--- config.mk ---
export PLATFORM = sky130hd
export DESIGN_NAME = can_transceiver_failsafe_ctrl
export DESIGN_NICKNAME = d
export VERILOG_FILES = /design/src/hw/failsafe_pkg.sv /design/src/hw/fs_timer_if.sv /design/src/hw/fs_timeout_counter.sv /design/src/hw/can_transceiver_failsafe_ctrl.sv
export VERILOG_INCLUDE_DIRS = /design/src /design/src/hw
export SDC_FILE = /design/constraint.sdc
export NUM_CORES = 1
export LEC_CHECK = 0
export ABC_AREA = 1
export BUFFER_PORTS_ARGS = -buffer_cell sky130_fd_sc_hd__buf_2
export CAP_MARGIN = 20
export CORE_MARGIN = 5
export CORE_UTILIZATION = 36
export DETAILED_ROUTE_END_ITERATION = 10
export PLACE_DENSITY = 0.56
export SYNTH_ARGS = -nofsm -noshare
export SYNTH_HDL_FRONTEND = slang
export SYNTH_SLANG_ARGS = --single-unit
--- constraint.sdc ---
create_clock -name pclk -period 3.55 [get_ports pclk]
set_input_delay 0.355 -clock pclk [delete_from_list [all_inputs] [get_ports pclk]]
set_output_delay 0.355 -clock pclk [all_outputs]
set_load 0.03 [all_outputs]
--- src/hw/failsafe_defs.svh ---
/*
 * Constants of the transceiver fail-safe controller: register offsets,
 * field positions, reset values and default time-out counts.
 * Assumes a 25 MHz pclk and is included by its bare name.
 */
`ifndef FAILSAFE_DEFS_SVH
`define FAILSAFE_DEFS_SVH

// ****************************************************************
// Register map, byte addresses on APB
// ****************************************************************
`define FS_CTRL_OFFSET 12'h000
`define FS_STATUS_OFFSET 12'h004
`define FS_ADDR_W 12

// ****************************************************************
// Field positions
// ****************************************************************
`define FS_CTRL_CLAMP_EN_BIT 0
`define FS_CTRL_TXD_TO_EN_BIT 1
`define FS_CTRL_RESET 32'h00000003
`define FS_ST_MODE_LSB 0
`define FS_ST_UV_BIT 4
`define FS_ST_OT_BIT 5
`define FS_ST_TXD_TO_BIT 6
`define FS_ST_CLAMP_BIT 7
`define FS_ST_WAKE_BIT 8
`define FS_ST_RXD_BIT 9

// ****************************************************************
// Timing: times in ns, counts derived from the clock period
// ****************************************************************
`define FS_CLK_PERIOD_NS 40
`define FS_WAKE_FILTER_NS 1000
`define FS_WAKE_DOM_LIMIT_NS 80000
`define FS_CLAMP_DETECT_NS 2000
`define FS_TXD_DOM_LIMIT_NS 80000
`define FS_WAKE_FILTER_CYC ((`FS_WAKE_FILTER_NS + `FS_CLK_PERIOD_NS - 1) / `FS_CLK_PERIOD_NS)
`define FS_WAKE_DOM_LIMIT_CYC ((`FS_WAKE_DOM_LIMIT_NS + `FS_CLK_PERIOD_NS - 1) / `FS_CLK_PERIOD_NS)
`define FS_CLAMP_DETECT_CYC ((`FS_CLAMP_DETECT_NS + `FS_CLK_PERIOD_NS - 1) / `FS_CLK_PERIOD_NS)
`define FS_TXD_DOM_LIMIT_CYC ((`FS_TXD_DOM_LIMIT_NS + `FS_CLK_PERIOD_NS - 1) / `FS_CLK_PERIOD_NS)

`endif

--- src/hw/failsafe_pkg.sv ---
/*
 * Types shared by the fail-safe controller files.
 * Assumes nothing beyond a SystemVerilog compiler.
 */
package failsafe_pkg;

  // ****************************************************************
  // Operating modes, one-hot
  // ****************************************************************
  typedef enum logic [3:0] {
    MODE_UNPOWERED = 4'b0001,
    MODE_STANDBY = 4'b0010,
    MODE_SILENT = 4'b0100,
    MODE_NORMAL = 4'b1000
  } fs_mode_t;

endpackage

--- src/hw/fs_timer_if.sv ---
/*
 * Run request and expiry flag between the controller and a time-out
 * counter. Assumes both ends share pclk.
 */
`timescale 1ns/1ps

interface fs_timer_if;
  logic run;
  logic expired;
  modport owner (output run, input expired);
  modport counter (input run, output expired);
endinterface

--- src/hw/fs_timeout_counter.sv ---
/*
 * Saturating time-out counter: counts while run is high, clears when it
 * falls, flags expiry once LIMIT cycles have passed.
 * Assumes run is synchronous to pclk.
 */
`timescale 1ns/1ps

module fs_timeout_counter #(
  parameter int LIMIT = 16
) (
  input wire logic pclk, // System clock.
  input wire logic presetn, // Asynchronous reset, active low.
  fs_timer_if.counter tmr // Run request in, expiry out.
);

  localparam int CW = $clog2(LIMIT + 1);
  localparam logic [CW-1:0] CMAX = CW'(LIMIT);

  logic [CW-1:0] count_reg;
  logic [CW-1:0] count_next;
  wire at_limit = (count_reg == CMAX);

  // Dropping run clears the count, so each new dominant phase starts fresh.
  assign count_next = !tmr.run ? '0 : (at_limit ? count_reg : count_reg + CW'(1));
  assign tmr.expired = tmr.run && at_limit;

  always_ff @(posedge pclk or negedge presetn) begin
    if (!presetn) begin
      count_reg <= '0;
    end else begin
      count_reg <= count_next;
    end
  end

endmodule

--- src/hw/can_transceiver_failsafe_ctrl.sv ---
/*
 * Fail-safe supervision of a high-speed CAN transceiver: mode decode,
 * undervoltage shutdown, standby wake filter and time-out, over-temperature
 * driver release, transmit dominant time-out and receive clamp detection,
 * with an APB register slave for control and status.
 * Assumes all pin and comparator inputs are synchronous to pclk.
 */
`timescale 1ns/1ps
`include "failsafe_defs.svh"

module can_transceiver_failsafe_ctrl #(
  parameter int WAKE_FILTER_CYC = `FS_WAKE_FILTER_CYC,
  parameter int WAKE_DOM_LIMIT_CYC = `FS_WAKE_DOM_LIMIT_CYC,
  parameter int CLAMP_DETECT_CYC = `FS_CLAMP_DETECT_CYC,
  parameter int TXD_DOM_LIMIT_CYC = `FS_TXD_DOM_LIMIT_CYC
) (
  input wire logic pclk, // System clock, 25 MHz.
  input wire logic presetn, // Asynchronous reset, active low.
  input wire logic psel, // APB select.
  input wire logic penable, // APB enable.
  input wire logic pwrite, // APB direction, high for write.
  input wire logic [31:0] paddr, // APB byte address.
  input wire logic [31:0] pwdata, // APB write data.
  input wire logic [3:0] pstrb, // APB byte strobes.
  output logic [31:0] prdata, // APB read data.
  output logic pready, // APB ready.
  output logic pslverr, // APB error on unmapped address or on a write to status.
  input wire logic txd, // Transmit data from controller.
  input wire logic txd_driven, // High while the controller drives txd.
  input wire logic standby_select, // Standby select level.
  input wire logic standby_select_driven, // High while standby_select is driven.
  input wire logic silent_select_n, // Silent select, active low.
  input wire logic silent_select_n_driven, // High while silent_select_n is driven.
  input wire logic uv_core, // Core supply undervoltage flag.
  input wire logic uv_io, // I/O supply undervoltage flag.
  input wire logic overtemp, // Over-temperature indication.
  input wire logic fast_bus_comparator, // High when fast comparator sees dominant.
  input wire logic low_power_wake_comparator, // High when wake comparator sees dominant.
  input wire logic rxd_level, // Actual level read back on the receive pin.
  output logic rxd_out, // Receive data output, low is dominant.
  output logic bus_dominant, // Drive the bus dominant.
  output logic driver_enable, // Bus transmitter enabled.
  output logic fast_cmp_enable, // Fast comparator powered.
  output logic wake_cmp_enable, // Wake comparator powered.
  output failsafe_pkg::fs_mode_t mode // Current operating mode.
);
  import failsafe_pkg::*;

  // ****************************************************************
  // Pin defaults and mode decode
  // ****************************************************************
  wire txd_eff = txd_driven ? txd : 1'b1;
  wire standby_select_eff = standby_select_driven ? standby_select : 1'b1;
  wire sil_n_eff = silent_select_n_driven ? silent_select_n : 1'b1;
  wire uv = uv_core | uv_io;

  fs_mode_t mode_reg;
  fs_mode_t mode_next;
  logic [31:0] ctrl_reg;
  logic clamp_reg;
  logic ot_reg;
  logic txd_to_reg;
  logic armed_reg;
  logic rxd_reg;
  logic drv_reg;
  logic dom_reg;
  logic [31:0] prdata_reg;
  logic pready_reg;
  logic pslverr_reg;

  wire in_standby = (mode_reg == MODE_STANDBY);
  wire in_active = (mode_reg == MODE_NORMAL) || (mode_reg == MODE_SILENT);
  wire clamp_en = ctrl_reg[`FS_CTRL_CLAMP_EN_BIT];
  wire txd_to_en = ctrl_reg[`FS_CTRL_TXD_TO_EN_BIT];

  // A request for normal with transmit low keeps the present mode; from
  // unpowered the device waits in standby instead.
  wire want_normal = !standby_select_eff && sil_n_eff;
  wire hold_mode = want_normal && !txd_eff;
  wire fallback_silent = (mode_reg == MODE_UNPOWERED) ? 1'b0 : (mode_reg == MODE_SILENT);

  always_comb begin
    mode_next = mode_reg;
    if (uv) begin
      mode_next = MODE_UNPOWERED;
    end else if (standby_select_eff) begin
      mode_next = MODE_STANDBY;
    end else if (!sil_n_eff) begin
      mode_next = MODE_SILENT;
    end else if (hold_mode) begin
      case (mode_reg)
        MODE_UNPOWERED: mode_next = MODE_STANDBY;
        MODE_STANDBY: mode_next = MODE_STANDBY;
        MODE_SILENT: mode_next = MODE_SILENT;
        MODE_NORMAL: mode_next = clamp_reg ? MODE_SILENT : MODE_NORMAL;
        default: mode_next = MODE_STANDBY;
      endcase
    end else begin
      mode_next = clamp_reg ? MODE_SILENT : MODE_NORMAL;
    end
  end

  // ****************************************************************
  // Time-out counters
  // ****************************************************************
  fs_timer_if wake_filt_t ();
  fs_timer_if wake_dom_t ();
  fs_timer_if clamp_t ();
  fs_timer_if txd_t ();

  // The wake comparator only counts a dominant phase that began after a
  // recessive one, so a bus already dominant at standby entry is ignored.
  wire wake_dom = low_power_wake_comparator && !uv;
  wire wake_run = in_standby && armed_reg && wake_dom;
  assign wake_filt_t.run = wake_run;
  assign wake_dom_t.run = wake_run;
  assign clamp_t.run = in_active && clamp_en && fast_bus_comparator && rxd_level;
  assign txd_t.run = txd_to_en && !txd_eff;

  fs_timeout_counter #(.LIMIT(WAKE_FILTER_CYC)) u_wake_filt (
    .pclk(pclk),
    .presetn(presetn),
    .tmr(wake_filt_t)
  );
  fs_timeout_counter #(.LIMIT(WAKE_DOM_LIMIT_CYC)) u_wake_dom (
    .pclk(pclk),
    .presetn(presetn),
    .tmr(wake_dom_t)
  );
  fs_timeout_counter #(.LIMIT(CLAMP_DETECT_CYC)) u_clamp (
    .pclk(pclk),
    .presetn(presetn),
    .tmr(clamp_t)
  );
  fs_timeout_counter #(.LIMIT(TXD_DOM_LIMIT_CYC)) u_txd (
    .pclk(pclk),
    .presetn(presetn),
    .tmr(txd_t)
  );

  // ****************************************************************
  // Fault flags and outputs
  // ****************************************************************
  wire wake_req = wake_filt_t.expired && !wake_dom_t.expired;
  // Set wins over clear on the clamp, over-temperature and time-out flags below.
  wire clamp_next = clamp_t.expired ||
    (clamp_reg && in_active && rxd_level);
  wire ot_next = overtemp || (ot_reg && !txd_eff);
  wire txd_to_next = txd_t.expired || (txd_to_reg && !txd_eff);
  wire armed_next = in_standby && (!wake_dom || armed_reg);
  wire rxd_next = (mode_next == MODE_UNPOWERED) ? 1'b1 :
    in_standby ? !wake_req : !fast_bus_comparator;
  wire drv_next = (mode_next == MODE_NORMAL) && !ot_next && !txd_to_next && !clamp_next;
  wire dom_next = drv_next && !txd_eff;

  always_ff @(posedge pclk or negedge presetn) begin
    if (!presetn) begin
      mode_reg <= MODE_UNPOWERED;
      clamp_reg <= 1'b0;
      ot_reg <= 1'b0;
      txd_to_reg <= 1'b0;
      armed_reg <= 1'b0;
      rxd_reg <= 1'b1;
      drv_reg <= 1'b0;
      dom_reg <= 1'b0;
    end else begin
      mode_reg <= mode_next;
      clamp_reg <= clamp_next;
      ot_reg <= ot_next;
      txd_to_reg <= txd_to_next;
      armed_reg <= armed_next;
      rxd_reg <= rxd_next;
      drv_reg <= drv_next;
      dom_reg <= dom_next;
    end
  end

  // ****************************************************************
  // APB slave
  // ****************************************************************
  wire sel_ctrl = (paddr[`FS_ADDR_W-1:0] == `FS_CTRL_OFFSET) && (paddr[31:`FS_ADDR_W] == '0);
  wire sel_status = (paddr[`FS_ADDR_W-1:0] == `FS_STATUS_OFFSET) &&
    (paddr[31:`FS_ADDR_W] == '0);
  wire setup = psel && !penable && !pready_reg;
  wire wr_ctrl = psel && penable && pready_reg && pwrite && sel_ctrl;

  logic [31:0] status_word;
  always_comb begin
    status_word = '0;
    status_word[`FS_ST_MODE_LSB +: 4] = mode_reg;
    status_word[`FS_ST_UV_BIT] = uv;
    status_word[`FS_ST_OT_BIT] = ot_reg;
    status_word[`FS_ST_TXD_TO_BIT] = txd_to_reg;
    status_word[`FS_ST_CLAMP_BIT] = clamp_reg;
    status_word[`FS_ST_WAKE_BIT] = wake_req;
    status_word[`FS_ST_RXD_BIT] = rxd_reg;
  end

  wire [31:0] rd_word = sel_ctrl ? ctrl_reg : (sel_status ? status_word : 32'h00000000);
  logic [31:0] ctrl_next;
  always_comb begin
    ctrl_next = ctrl_reg;
    for (int i = 0; i < 4; i++) begin
      if (pstrb[i]) begin
        ctrl_next[8*i +: 8] = pwdata[8*i +: 8];
      end
    end
  end

  // One wait-free access phase: ready rises for the cycle after setup.
  always_ff @(posedge pclk or negedge presetn) begin
    if (!presetn) begin
      ctrl_reg <= `FS_CTRL_RESET;
      prdata_reg <= 32'h00000000;
      pready_reg <= 1'b0;
      pslverr_reg <= 1'b0;
    end else begin
      pready_reg <= setup;
      pslverr_reg <= setup && !(sel_ctrl || (sel_status && !pwrite));
      prdata_reg <= (setup && !pwrite) ? rd_word : 32'h00000000;
      if (wr_ctrl) begin
        ctrl_reg <= ctrl_next;
      end
    end
  end

  assign prdata = prdata_reg;
  assign pready = pready_reg;
  assign pslverr = pslverr_reg;
  assign mode = mode_reg;
  assign rxd_out = rxd_reg;
  assign driver_enable = drv_reg;
  assign bus_dominant = dom_reg;
  // Registered so that the ports come from flip-flops; the wake enable tracks uv one
  // cycle late, the fast enable changes on the same edge as the mode register.
  logic wcmp_reg;
  logic fcmp_reg;
  always_ff @(posedge pclk or negedge presetn) begin
    if (!presetn) begin
      wcmp_reg <= 1'b0;
      fcmp_reg <= 1'b0;
    end else begin
      wcmp_reg <= !uv;
      fcmp_reg <= (mode_next == MODE_NORMAL) || (mode_next == MODE_SILENT);
    end
  end
  assign wake_cmp_enable = wcmp_reg;
  assign fast_cmp_enable = fcmp_reg;
endmodule

==> results.md <==
Layout:
- The layout has 1383 filler cells.
- The finished cells cover 0.006281 sq mm.
- The post-layout utilization of the core is 44.90%.
- 0 antenna diodes ended up in the layout.
- The final layout contains 785 nets.
- The post-synthesis to final-layout area growth is 21.26%.
- The count of placed standard cells in the final layout, fillers left out is 877.
- The fraction of layout instances using a drive strength above 1 is 25.97%.
- In the final layout, the multi-input gates occupy 0.002072 sq mm.
- The footprint of the flip-flops and latches is 0.002808 sq mm.

Worst setup path:
- The worst path required time is 3.79 ns.
- Of all nets on the critical path, the largest fanout is 21.
- The critical path arrival is 2.23 ns.
- STA classifies the critical path startpoint as a flop.
- In this run the worst setup path begins at pready$_DFF_PN0_.
- The startpoint of the lowest-slack register-to-register path is pready$_DFF_PN0_.
- The path type of the worst setup path is flop to flop.
- The endpoint type of the worst setup path is a flop.

Global routing:
- The number of global-route vias before repair came to 4284.
- For this run, the total global-route usage over all layers was measured as 15.49%.
- The number of antenna violations at the first check in global routing is 0.
- The final global-route overflow total is 0.
- Entering global routing, the biggest net connects 68 pins.
- The first global-routing pass estimated 20800 um of wire.

Synthesis:
- Of the synthesized area, sequential elements account for 54.20%.
- The post-synthesis net count is 660.
- The portion of synthesized cell area occupied by the leading cell type is 52.17%.
- During synthesis, Yosys emitted a total of 0 warnings.
- The number of distinct library cells after synthesis is 35.
- Ranked by total cell area, the synthesized netlist is headed by dfrtp_1 52%, nand2_1 9.5%, nor3b_2 5.1%, nand4_1 4.8%, nor2_1 4.6%.
- The main flop type after synthesis is dfrtp_1.
- The synthesized flop and latch total is 112.
- In the synthesized netlist, the cells that appear most often are 131 x nand2_1, 108 x dfrtp_1, 64 x nor2_1.
- The biggest area contributor in the post-synthesis netlist is dfrtp_1.
- In this run the mean area of a mapped cell was 9.136 sq um.
- The number of flops mapped to enable cells by yosys is 0.
- The gate count after technology mapping is 567.
- The cell area after synthesis is 0.005180 sq mm.
- Among all cell types in the netlist, the one instantiated most often is nand2_1.
- The async set-reset flop share out of synthesis is 100.0%.

Detailed routing:
- The final routed wire length divided by cell count is 14.68 um.
- The detailed router used layers up to and including met4.
- Before antenna repair, the detailed router went through 4 iterations.
- Wire segments on met3 add up to 822 um in the final route.
- The remaining number of nets flagged by the antenna check after routing is 0.
- The detailed router put a total of 5783 um of wire on met1.
- After detailed routing, the number of remaining DRC violations is 0.
- Summing over every cut layer, the via total after detailed routing is 4325.
- The number of vias per cell after detailed routing is 4.932.
- The amount of wire on met2 after detailed routing is 6084 um.
- The first routing iteration left 290 violations.
- The final routed wirelength across all metal layers is 12880 um.

Timing:
- The total setup violations reported at the end of the flow is 0.
- Derived from the worst setup path, the maximum achievable clock frequency is 502.5 MHz.
- The number of max-slew violations in the final report is 0.
- The worst slew margin relative to its limit is 39.28%.
- Setup repair after global routing left no endpoint under its margin.
- The fraction of the cycle the final worst path needs is 56.06%.
- The final critical path time including I/O delays and setup is 1.990 ns.
- Across the routed clock network, the largest skew measured is 0.006313 ns.
- The total count of hold-check failures in the final report is 0.
- The worst-margin pin slew is 0.9086 ns.
- The setup TNS after final layout is 0 ns.

Floorplan:
- The number of primary I/O pins is 128.
- The core region is 0.01399 sq mm.
- In this run the core area contains 43 standard-cell rows.
- The die covers 0.01689 sq mm.
- Measured along the x axis, the die boundary spans 130.0 um.
- From bottom edge to top edge, the die measures 130.0 um.
- The starting utilization of the core area is 37.03%.

Power and ir drop:
- Sequential cells burn 53.3% of the power.
- VDD sags by at most 277.2 uV.
- After layout, the design draws a total of 2.412 mW.
- Of the total power, the share spent switching nets is 24.25%.
- The internal power contribution is 1.827 mW.
- The analysis attributes to net switching a power of 584.9 uW.
- In this run the static leakage power is 3.109 nW.
- The combinational share of power is 5.6%.
- The power per cell area is 384.0 mW/mm^2.
- The share of total power dissipated in the clock network is 41.1%.

CTS:
- The total number of clock tree sinks is 112.
- The buffers inserted during post-CTS setup optimization is 0.
- The clock-pin slew reported for the worst setup and hold paths after clock tree synthesis is 0.08 ns.
- TritonCTS built the clock tree.
- The tree is rooted in a clkbuf_16.
- The hold buffer count at CTS is 0.
- TritonCTS created 9 clock buffers.
- The post-cts repair resize count is 0.
- At the later pin of the worst-skew pair, clock insertion delay measures 0.35 ns.
- No sink is reached through more buffers than the 2 on the longest clock path.
- The H-tree generated during clock tree synthesis spans 3 levels.

Placed design:
- The routability-driven placement congestion ratio is 0.8515.
- The number of placed cells counting well taps is 860.
- The placed instances occupy a cell area of 0.005962 sq mm.
- After legalization and detailed placement, the total HPWL measured 9569 um.
- The quantity of I/O buffers inserted on ports is 127.

Run:
- Across the run, the number of max-cap violations was 0.

Run status:
- The flow ran to the end, and the final reports show no timing, DRC or antenna violations.

Hold path:
- The class of the most critical hold timing path is input pin to asynchronous set/reset pin.
[cells by family after synthesis]
kind of cell	Yosys count	synth area share, %
flops	112	54.20
compound gates	51	5.241
mux	1	0.1932
buf+inv	66	5.845
fa+ha+maj	8	1.932
simple gates	324	31.74
xor+xnor	5	0.8454
[worst max-delay path, stage by stage, from the launching register on]
cell and delay, ns:
dfrtp_1 0.39, nand3_1 0.09, nor2_2 0.66, nand4_1 0.50, nand2_1 0.17, nand2_1 0.07
[power by group through the flow]
stage,logic [mW],clock network (mW),registers [mW]
2_1_floorplan,0.0336,0,1.32
3_3_place_gp,0.134,0,1.31
3_5_place_dp,0.136,0,1.31
4_1_cts,0.136,1.03,1.29
5_1_grt,0.154,1.09,1.29
6_report,0.136,0.990,1.29
[through the flow]
step	hold slack (ns)	setup WS, ns
after detailed placement	0.4486	1.401
after global routing	0.1605	1.316
after CTS	0.1301	1.426
after global placement	0.4439	1.456
final	0.09362	1.560
after floorplan	0.05941	2.062
[layer usage]
| layer | GRT usage, % | up-vias |
|---|---|---|
| met1 | 20.30 | 2059 |
| met5 | 0 | - |
| met2 | 25.20 | 125 |
| met3 | 4.953 | 16 |
| li1 | - | 2125 |
| met4 | 3.606 | 0 |
[path summary, 6_finish.rpt]
check	end	slack, ns	cells after the start
worst max-delay path	ctrl_reg[24]$_DFFE_PN0P_	1.56	5
worst min-delay path	prdata[29]$_DFF_PN0_	0.09	1
worst max register to register	ctrl_reg[24]$_DFFE_PN0P_	1.56	5
worst min register to register	ctrl_reg[13]$_DFFE_PN0P_	0.47	2
max in group asynchronous	mode[0]$_DFF_PN1_	2.61	2
min in group pclk	wake_cmp_enable$_DFF_PN0_	0.18	2
[area by class of cell]
type / instances / share of cell area [%]
Tap cell: 180 / 3.586
Inverter: 49 / 2.928
Clock inverter: 6 / 0.9960
Timing Repair Buffer: 131 / 11.16
Clock buffer: 10 / 3.645
Sequential cell: 112 / 44.70
Multi-Input combinational cell: 389 / 32.99
[cell usage in the layout, fill, tap and decap left out, drive strengths merged]
cell and instances:
xor2 4, nor4 1, a211oi 1, dfrtp 108, clkbuf 10, ha 8
mux2i 1, clkinv 3, nand2 132, inv 52, buf 131, o21ai 14
or2 1, nor3 12, dfstp 4, nor2 71, xnor2 1, a21oi 29
nand4 40, and2 2, o21a 2, and3 2, o21bai 2, nand3b 4
nor3b 25, nand3 33, or3 1, a31oi 3
No activity file was read; power rests on OpenSTA's default activity.
